[src/design/dpll_ref_defs.vh]
// Register map, field positions, reset values and decode tables
`ifndef DPLL_REF_DEFS_VH
`define DPLL_REF_DEFS_VH

// ==========================================================
// Register offsets
`define ADDR_LOOP_A_MASKS      8'h39
`define ADDR_LOOP_B_CONTROL    8'h3A
`define ADDR_LOOP_B_PRIO_UPPER 8'h3B
`define ADDR_IRQ_STATUS        8'h40
`define ADDR_IRQ_MASK          8'h41
`define ADDR_LOOP_STATUS       8'h42

// ==========================================================
// Reset values
`define RST_LOOP_A_MASKS       8'h87
`define RST_LOOP_B_CONTROL     8'h0D
`define RST_LOOP_B_PRIO_UPPER  8'h32
`define RST_IRQ_MASK           8'h00

// ==========================================================
// Field positions
`define MON_LOSS               0
`define MON_SINGLE_CYCLE       1
`define MON_COARSE_FREQ        2
`define MON_GUARD_SOAK         3
`define CTRL_PHASE_ALIGN_BIT   4
`define PRIO_RESERVED_MASK     8'h77
`define RANK_DISABLED          3'h7
`define BW_RESERVED_CODE       3'h7

// ==========================================================
// Interrupt status bits
`define IRQ_B_SWITCH           0
`define IRQ_B_HOLD_ENTER       1
`define IRQ_B_HOLD_EXIT        2
`define IRQ_A_HOLD_REQ         3
`define IRQ_A_SWITCH_REQ       4
`define IRQ_USED_MASK          8'h1F

// ==========================================================
// Lock range in ppm
`define RANGE_PPM_0            12'd52
`define RANGE_PPM_1            12'd130
`define RANGE_PPM_2            12'd400
`define RANGE_PPM_3            12'd3900

// ==========================================================
// Phase slope limit in ns per second
`define SLOPE_NS_0             16'd61000
`define SLOPE_NS_1             16'd7500
`define SLOPE_NS_2             16'd885

// ==========================================================
// Loop bandwidth in Hz
`define BW_HZ_BASE             10'd14

`endif

[src/design/dpll_ref_fail_mask_and_ctrl.v]
// Reference failure masks and second loop control with selection
`include "dpll_ref_defs.vh"
`default_nettype none

module dpll_ref_fail_mask_and_ctrl #(
    parameter ADDR_W = 8,
    parameter DATA_W = 8
) (
    // Clock and reset
    input  wire              clk_sys,
    input  wire              sys_rst,
    // Register port
    input  wire [ADDR_W-1:0] reg_addr,
    input  wire [DATA_W-1:0] reg_wdata,
    input  wire              reg_wr,
    input  wire              reg_rd,
    output reg  [DATA_W-1:0] reg_rdata,
    // Monitor flags, four per reference, reference 0 lowest
    input  wire [15:0]       ref_mon_fail,
    // First loop context
    input  wire [1:0]        loop_a_cur_ref,
    // Second loop context
    input  wire              loop_b_auto_mode,
    input  wire [1:0]        loop_b_forced_ref,
    input  wire [2:0]        loop_b_first_ref_rank,
    input  wire [2:0]        loop_b_second_ref_rank,
    // First loop qualified failures and illegal mask flag
    output reg               loop_a_hold_req,
    output reg               loop_a_switch_req,
    output reg               loop_a_mask_illegal,
    // Second loop settings
    output reg  [11:0]       loop_b_lock_range_ppm,
    output reg  [15:0]       loop_b_slope_ns_per_s,
    output reg  [9:0]        loop_b_bandwidth_hz,
    output reg               loop_b_bandwidth_reserved,
    output reg               loop_b_phase_align_clear,
    // Second loop selection
    output reg  [1:0]        loop_b_sel_ref,
    output reg               loop_b_holdover,
    // Interrupt
    output wire              irq
);

    // ======================================================
    // Registers
    reg  [7:0] loop_a_failure_masks_reg;
    reg  [7:0] loop_b_control_reg;
    reg  [7:0] loop_b_priority_upper_refs_reg;
    reg  [7:0] irq_status_reg;
    reg  [7:0] irq_status_next;
    reg  [7:0] irq_mask_reg;
    reg  [1:0] sel_ref_reg;
    reg  [1:0] sel_ref_next;
    reg        holdover_reg;
    reg        holdover_next;
    reg        a_hold_reg;
    reg        a_switch_reg;

    wire [3:0] loop_a_hold_suppress_bits;
    wire [3:0] loop_a_switch_suppress_bits;
    wire [1:0] loop_b_lock_range;
    wire [1:0] loop_b_slope_limit;
    wire       loop_b_phase_align_bit;
    wire [2:0] loop_b_bandwidth;
    wire [2:0] loop_b_third_ref_rank;
    wire [2:0] loop_b_fourth_ref_rank;

    wire [3:0] ref_hold_fail;
    wire [3:0] ref_switch_fail;
    wire [3:0] ref_avail;
    wire [1:0] best_ref;
    wire       none_avail;

    wire       wr_masks;
    wire       wr_ctrl;
    wire       wr_prio;
    wire       wr_irq_status;
    wire       wr_irq_mask;

    // ======================================================
    // Field views
    assign loop_a_hold_suppress_bits   = loop_a_failure_masks_reg[3:0];
    assign loop_a_switch_suppress_bits = loop_a_failure_masks_reg[7:4];
    assign loop_b_lock_range           = loop_b_control_reg[1:0];
    assign loop_b_slope_limit          = loop_b_control_reg[3:2];
    assign loop_b_phase_align_bit      =
        loop_b_control_reg[`CTRL_PHASE_ALIGN_BIT];
    assign loop_b_bandwidth            = loop_b_control_reg[7:5];
    assign loop_b_third_ref_rank       = loop_b_priority_upper_refs_reg[2:0];
    assign loop_b_fourth_ref_rank      = loop_b_priority_upper_refs_reg[6:4];

    // ======================================================
    // Write decode
    assign wr_masks      = reg_wr && reg_addr == `ADDR_LOOP_A_MASKS;
    assign wr_ctrl       = reg_wr && reg_addr == `ADDR_LOOP_B_CONTROL;
    assign wr_prio       = reg_wr && reg_addr == `ADDR_LOOP_B_PRIO_UPPER;
    assign wr_irq_status = reg_wr && reg_addr == `ADDR_IRQ_STATUS;
    assign wr_irq_mask   = reg_wr && reg_addr == `ADDR_IRQ_MASK;

    // ======================================================
    // Configuration registers
    always @(posedge clk_sys) begin
        if (sys_rst) begin
            loop_a_failure_masks_reg       <= `RST_LOOP_A_MASKS;
            loop_b_control_reg             <= `RST_LOOP_B_CONTROL;
            loop_b_priority_upper_refs_reg <= `RST_LOOP_B_PRIO_UPPER;
            irq_mask_reg                   <= `RST_IRQ_MASK;
        end else begin
            if (wr_masks) begin
                loop_a_failure_masks_reg <= reg_wdata;
            end
            if (wr_ctrl) begin
                loop_b_control_reg <= reg_wdata;
            end
            // Reserved bits 3 and 7 keep their default
            if (wr_prio) begin
                loop_b_priority_upper_refs_reg <=
                    (reg_wdata & `PRIO_RESERVED_MASK) |
                    (`RST_LOOP_B_PRIO_UPPER & ~`PRIO_RESERVED_MASK);
            end
            if (wr_irq_mask) begin
                irq_mask_reg <= reg_wdata & `IRQ_USED_MASK;
            end
        end
    end

    // ======================================================
    // Read port, data one cycle after the strobe
    always @(posedge clk_sys) begin
        if (sys_rst) begin
            reg_rdata <= 8'h00;
        end else if (reg_rd) begin
            case (reg_addr)
                `ADDR_LOOP_A_MASKS: begin
                    reg_rdata <= loop_a_failure_masks_reg;
                end
                `ADDR_LOOP_B_CONTROL: begin
                    reg_rdata <= loop_b_control_reg;
                end
                `ADDR_LOOP_B_PRIO_UPPER: begin
                    reg_rdata <= loop_b_priority_upper_refs_reg;
                end
                `ADDR_IRQ_STATUS: begin
                    reg_rdata <= irq_status_reg;
                end
                `ADDR_IRQ_MASK: begin
                    reg_rdata <= irq_mask_reg;
                end
                `ADDR_LOOP_STATUS: begin
                    reg_rdata <= {3'h0, loop_a_mask_illegal,
                                  loop_a_switch_req, loop_a_hold_req,
                                  holdover_reg, 1'b0} |
                                 {6'h00, sel_ref_reg} << 0 |
                                 8'h00;
                end
                default: begin
                    reg_rdata <= 8'h00;
                end
            endcase
        end else begin
            reg_rdata <= 8'h00;
        end
    end

    // ======================================================
    // First loop failure qualification per reference
    genvar g;
    generate
        for (g = 0; g < 4; g = g + 1) begin : gen_gate
            fail_gate u_fail_gate (
                .mon_fail    (ref_mon_fail[4*g+3:4*g]),
                .hold_mask   (loop_a_hold_suppress_bits),
                .switch_mask (loop_a_switch_suppress_bits),
                .hold_fail   (ref_hold_fail[g]),
                .switch_fail (ref_switch_fail[g])
            );
        end
    endgenerate

    // Second loop sees a reference as available while no monitor fails
    assign ref_avail = {~|ref_mon_fail[15:12], ~|ref_mon_fail[11:8],
                        ~|ref_mon_fail[7:4],   ~|ref_mon_fail[3:0]};

    always @(posedge clk_sys) begin
        if (sys_rst) begin
            a_hold_reg          <= 1'b0;
            a_switch_reg        <= 1'b0;
            loop_a_mask_illegal <= 1'b0;
        end else begin
            a_hold_reg          <= ref_hold_fail[loop_a_cur_ref];
            a_switch_reg        <= ref_switch_fail[loop_a_cur_ref];
            // Guard bit set with neither companion bit set
            loop_a_mask_illegal <=
                loop_a_hold_suppress_bits[3:1] == 3'b100;
        end
    end

    always @* begin
        loop_a_hold_req   = a_hold_reg;
        loop_a_switch_req = a_switch_reg;
    end

    // ======================================================
    // Second loop settings decode
    always @* begin
        case (loop_b_lock_range)
            2'b00:   loop_b_lock_range_ppm = `RANGE_PPM_0;
            2'b01:   loop_b_lock_range_ppm = `RANGE_PPM_1;
            2'b10:   loop_b_lock_range_ppm = `RANGE_PPM_2;
            default: loop_b_lock_range_ppm = `RANGE_PPM_3;
        endcase
        // Code 3 falls back to the tightest limit
        case (loop_b_slope_limit)
            2'b00:   loop_b_slope_ns_per_s = `SLOPE_NS_0;
            2'b01:   loop_b_slope_ns_per_s = `SLOPE_NS_1;
            default: loop_b_slope_ns_per_s = `SLOPE_NS_2;
        endcase
        // Doubling from 14 Hz; reserved code holds the widest setting
        if (loop_b_bandwidth == `BW_RESERVED_CODE) begin
            loop_b_bandwidth_hz = `BW_HZ_BASE << 6;
        end else begin
            loop_b_bandwidth_hz = `BW_HZ_BASE << loop_b_bandwidth;
        end
        loop_b_bandwidth_reserved = loop_b_bandwidth == `BW_RESERVED_CODE;
        loop_b_phase_align_clear  = loop_b_phase_align_bit;
    end

    // ======================================================
    // Second loop reference selection
    ref_rank_select #(
        .RANK_W (3)
    ) u_select (
        .rank0      (loop_b_first_ref_rank),
        .rank1      (loop_b_second_ref_rank),
        .rank2      (loop_b_third_ref_rank),
        .rank3      (loop_b_fourth_ref_rank),
        .avail      (ref_avail),
        .cur_ref    (sel_ref_reg),
        .best_ref   (best_ref),
        .none_avail (none_avail)
    );

    always @* begin
        sel_ref_next  = sel_ref_reg;
        holdover_next = holdover_reg;
        if (loop_b_auto_mode) begin
            // Holdover keeps the last reference
            if (none_avail) begin
                holdover_next = 1'b1;
            end else begin
                holdover_next = 1'b0;
                sel_ref_next  = best_ref;
            end
        end else begin
            // Manual modes: forced reference, holdover on its failure
            sel_ref_next  = loop_b_forced_ref;
            holdover_next = ~ref_avail[loop_b_forced_ref];
        end
    end

    always @(posedge clk_sys) begin
        if (sys_rst) begin
            sel_ref_reg  <= 2'b00;
            holdover_reg <= 1'b0;
        end else begin
            sel_ref_reg  <= sel_ref_next;
            holdover_reg <= holdover_next;
        end
    end

    always @* begin
        loop_b_sel_ref  = sel_ref_reg;
        loop_b_holdover = holdover_reg;
    end

    // ======================================================
    // Interrupt status, set wins over write-one-to-clear
    always @* begin
        irq_status_next = irq_status_reg;
        if (wr_irq_status) begin
            irq_status_next = irq_status_reg & ~reg_wdata;
        end
        if (sel_ref_next != sel_ref_reg) begin
            irq_status_next[`IRQ_B_SWITCH] = 1'b1;
        end
        if (holdover_next && !holdover_reg) begin
            irq_status_next[`IRQ_B_HOLD_ENTER] = 1'b1;
        end
        if (!holdover_next && holdover_reg) begin
            irq_status_next[`IRQ_B_HOLD_EXIT] = 1'b1;
        end
        if (ref_hold_fail[loop_a_cur_ref] && !a_hold_reg) begin
            irq_status_next[`IRQ_A_HOLD_REQ] = 1'b1;
        end
        if (ref_switch_fail[loop_a_cur_ref] && !a_switch_reg) begin
            irq_status_next[`IRQ_A_SWITCH_REQ] = 1'b1;
        end
    end

    always @(posedge clk_sys) begin
        if (sys_rst) begin
            irq_status_reg <= 8'h00;
        end else begin
            irq_status_reg <= irq_status_next & `IRQ_USED_MASK;
        end
    end

    assign irq = |(irq_status_reg & irq_mask_reg);

endmodule // dpll_ref_fail_mask_and_ctrl

`default_nettype wire

[src/design/fail_gate.v]
// Failure masking for one reference: holdover and switch qualifiers
`default_nettype none

module fail_gate (
    // Monitor flags: loss, single cycle, coarse freq, guard soak
    input  wire [3:0] mon_fail,
    // Masks, a zero suppresses the matching monitor
    input  wire [3:0] hold_mask,
    input  wire [3:0] switch_mask,
    // Qualified failures
    output wire       hold_fail,
    output wire       switch_fail
);

    assign hold_fail   = |(mon_fail & hold_mask);
    assign switch_fail = |(mon_fail & switch_mask);

endmodule // fail_gate

`default_nettype wire

[src/design/ref_rank_select.v]
// Priority selection among four references, revertive across ranks
`default_nettype none

module ref_rank_select #(
    parameter RANK_W = 3
) (
    // Rank codes, lower wins, all ones removes the reference
    input  wire [RANK_W-1:0] rank0,
    input  wire [RANK_W-1:0] rank1,
    input  wire [RANK_W-1:0] rank2,
    input  wire [RANK_W-1:0] rank3,
    // Availability and current choice
    input  wire [3:0]        avail,
    input  wire [1:0]        cur_ref,
    // Choice
    output reg  [1:0]        best_ref,
    output reg               none_avail
);

    reg [RANK_W-1:0] rank [0:3];
    reg [3:0]        cand;
    reg [RANK_W-1:0] best_rank;
    integer          i;

    always @* begin
        rank[0] = rank0;
        rank[1] = rank1;
        rank[2] = rank2;
        rank[3] = rank3;
        best_rank = {RANK_W{1'b1}};
        best_ref = cur_ref;
        for (i = 0; i < 4; i = i + 1) begin
            cand[i] = avail[i] && (rank[i] != {RANK_W{1'b1}});
            if (cand[i] && rank[i] < best_rank) begin
                best_rank = rank[i];
            end
        end
        none_avail = ~|cand;
        // Lowest index of the best rank, unless current already shares it
        for (i = 3; i >= 0; i = i - 1) begin
            if (cand[i] && rank[i] == best_rank) begin
                best_ref = i[1:0];
            end
        end
        if (cand[cur_ref] && rank[cur_ref] == best_rank) begin
            best_ref = cur_ref;
        end
    end

endmodule // ref_rank_select

`default_nettype wire

[config.mk]
export PLATFORM = sky130hd
export DESIGN_NAME = dpll_ref_fail_mask_and_ctrl
export DESIGN_NICKNAME = d
export VERILOG_FILES = /design/src/design/dpll_ref_fail_mask_and_ctrl.v /design/src/design/fail_gate.v /design/src/design/ref_rank_select.v
export VERILOG_INCLUDE_DIRS = /design/src /design/src/design
export SDC_FILE = /design/constraint.sdc
export NUM_CORES = 1
export LEC_CHECK = 0
export BUFFER_PORTS_ARGS = -buffer_cell sky130_fd_sc_hd__buf_4
export CAP_MARGIN = 20
export CORE_MARGIN = 1
export CORE_UTILIZATION = 30
export DETAILED_ROUTE_END_ITERATION = 10
export REMOVE_ABC_BUFFERS = 1
export SLEW_MARGIN = 0
export SYNTH_ARGS = -nofsm -noshare
export SYNTH_HDL_FRONTEND = slang
export SYNTH_SLANG_ARGS = --single-unit
[constraint.sdc]
create_clock -name clk_sys -period 8.97 [get_ports clk_sys]
set_input_delay 1.794 -clock clk_sys [delete_from_list [all_inputs] [get_ports clk_sys]]
set_output_delay 1.794 -clock clk_sys [all_outputs]
set_load 0.01 [all_outputs]
==> summary.txt <==
Clocking
  – CTS tree: built
  – CTS Hold Bufs: 0
  – Clock transition at path regs: around 0.070 ns
  – Clk sinks: 46
  – H-tree levels: 2
  – Postcts setup bufs: 0
  – Clock tree buffer depth: 2
  – Root Buffer: clkbuf_16
  – Clock buffer count from CTS: 5
  – Resize count post-CTS: 0
  – Clk_lat worst skew: about 0.29 ns

Final layout
  – Area taken by multi-input logic gates: around 0.0023 mm²
  – Cell area after layout: between 0.004 and 0.005 mm²
  – Layout cells sized above 1: 27.11%
  – Synth-to-Final Area Change: 21.39%
  – Most common cell after layout, fill and taps aside: buf_4
  – NumNets Final: 552
  – # diodes: 0
  – Register area: about 920 µm²
  – # fillers: 1136
  – Most frequent cells in the layout: 95 x buf_4, 46 x dfxtp_1, 42 x nand2_1

Timing
  – Max-slew violations: 0
  – Max-slew headroom: a little over a quarter
  – Post-route clock period utilization: about four fifths
  – Measured slew at the worst slew-check pin: 1.073 ns
  – Clk_skew: 0.004884 ns
  – Fmax: 138.6 MHz
  – Minimum clock period: just over 7 ns
  – Hold Fails Final Rpt: 0
  – Unrepaired setup endpoints after global routing: no
  – Final setup viols: 0
  – Setup TNS: 0 ns

Power
  – Pwr Density: 118.4 mW/mm²
  – Leakage: 1.772 nW
  – VDD IR-drop max: about 0.094 mV

Global routing
  – Total grt overflow: 0
  – Initial antenna violation count: 0
  – First-pass GRT wire length: between 15 and 20 mm
  – Total track usage: between 10% and 20%
  – Largest net degree at the start of global routing: 41
  – Vias in the first global route: 3406

Detailed routing
  – Final ANT Viol Nets: 0
  – Vias per Instance: about 5.3
  – Final wirelength: 10.63 mm
  – DR vias: 3423
  – Initial DRC Count: around 200
  – Residual DRC: 0
  – Wirelength per Cell: roughly 17 µm
  – DR pass1 iterations: 5

Synthesis
  – Synth top area cells: dfxtp_1 26%, a22oi_1 5.5%, nand2_1 4.4%
  – Seq/Total Area, Yosys: around 26%
  – Seq cells post-synth: 46
  – Cell variety after synth: around 70
  – Cell accounting for the most synthesized area: dfxtp_1
  – Top-area cell type share of the netlist area: between 20% and 30%
  – Mapped Area: approximately 0.0036 mm²
  – Synth Flop Type: dfxtp_1
  – Ys async rst share: 0%
  – Post-Synthesis Cells: 434
  – Syn avg cell area: a little over 8 µm²
  – Number of synthesized flops with an enable pin: 0
  – Yosys warnings: 0

Min path
  – Worst min-delay path class: flop to flop

Floorplan
  – Core Area: 0.01147 mm²
  – Total die area: 0.01229 mm²
  – Row count: 39
  – Die W: between 100 and 150 µm
  – Chip Height: between 100 and 150 µm
  – Initial Util: a little under a third
  – Ports: between 100 and 150

Placed design
  – # port buffers: 95
  – Placed instance area: 0.004146 mm²
  – HPWL Detailed: 8.348 mm
  – Routability cong.: 0.8909

Worst setup path
  – Data required, critical path: between 9 and 10 ns
  – Worst-path cell chain: buf_4 -> or4_1 -> o22ai_1 -> ha_1 -> a2111o_1 -> o31a_4 -> mux2i_2 -> ha_1 -> o21a_1 -> nor3_1 -> nor2_1 -> a211oi_1 -> xor2_1 -> or4_1 -> or3_1 -> a31oi_1 -> o32ai_1
  – CP Max Fanout: 7
  – Max incr delay on CP: approximately 0.71 ns
  – Crit-path slowest cell: a211oi_1
  – Setup Crit Path Kind: input pin to flop
  – Critical Path Start Type: input pin
  – Crit path DAT: about 7.4 ns
  – CP endpoint kind: flop

Run status
  – Run status: completed

Run
  – Max_cap viols: 0
-- cell type report --
cell class	instances	area share, %
multi-input cells	330	52.41
repair buffers	95	16.52
flip-flops and latches	46	21.33
inverters	19	1.652
clock inverters	3	1.043
well taps	143	4.145
clock buffers	5	2.899
-- metal layers --
layer  vias to the layer above  global-route usage (%)  part of all wire, %  routed length, µm
met5                         -                       0                    0                  0
met1                      1621                   22.76                   46               4894
met3                        14                   2.788                  4.3                461
li1                       1685                       -                    -                  -
met2                       103                   29.48                   48               5120
met4                         0                   5.156                  1.4                150
-- synth_stat cells, types with 3 or more instances --
cell type,count
dfxtp_1,46
nand2_1,42
nor2_1,39
a21oi_1,26
a22oi_1,26
nand3_1,24
inv_1,19
buf_4,18
xnor2_1,13
clkbuf_1,12
mux2_2,9
mux2i_1,9
o21ai_0,9
ha_1,8
nor3_1,8
a31oi_1,7
nand3b_1,7
or4_1,7
a211o_1,6
clkbuf_8,6
nand2b_1,6
or2_2,5
mux4_2,4
nor2b_1,4
a211oi_1,3
and3_1,3
buf_2,3
nor4_1,3
nor4b_1,3
o211ai_1,3
o22ai_1,3
o32ai_1,3
xor2_1,3
-- metrics by stage --
| stage | utilization, % | power (mW) | std cells | setup WS, ns | hold slack [ns] |
|---|---|---|---|---|---|
| CTS | 37.64 | 0.5149 | 641 | 1.780 | 0.4825 |
| global route | 37.64 | 0.5312 | 641 | 1.383 | 0.5192 |
| detailed placement | 36.16 | 0.3033 | 633 | 1.466 | 0.4725 |
| finish | 37.64 | 0.5113 | 641 | 1.754 | 0.4811 |
| global placement | 36.16 | 0.3018 | 633 | 1.668 | 0.4683 |
| floorplan | - | 0.2599 | 395 | 2.093 | 0.4402 |
-- path summary, 6_finish.rpt --
kind	startpoint	endpoint	slack, ns	cells past startpoint
max reg2reg	loop_b_priority_upper_refs_reg[2]$_SDFFE_PP0P_	irq_status_reg[0]$_SDFFE_PP0P_	3.87	14
max	ref_mon_fail[4]	irq_status_reg[0]$_SDFFE_PP0P_	1.75	17
min	irq_status_reg[3]$_SDFFE_PP0P_	irq_status_reg[3]$_SDFFE_PP0P_	0.48	2
min reg2reg	irq_status_reg[3]$_SDFFE_PP0P_	irq_status_reg[3]$_SDFFE_PP0P_	0.48	2
-- critical path, delay by kind of cell --
| kind | cells | cell delay [ns] |
|---|---|---|
| AND/OR/NAND/NOR | 5 | 1.96 |
| buffers and inverters | 1 | 0.12 |
| XOR/XNOR | 1 | 0.15 |
| AO/OA/AOI/OAI | 7 | 2.43 |
| multiplexers | 1 | 0.31 |
| adder cells (fa/ha/maj) | 2 | 0.61 |
-- power by group --
group / switching, mW / leakage, nW / internal [mW]
sequential: 0.00575 / 0.374 / 0.208
combinational: 0.0444 / 1.32 / 0.0408
clock: 0.0809 / 0.0760 / 0.131
-- cell families after synthesis --
family,synth area share [%]
xor+xnor,3.941
mux,10.52
compound gates,22.24
fa+ha+maj,2.815
other cells,0.2112
flops,25.90
simple gates,23.47
buf+inv,10.91
(Power assumes the default switching activity.)
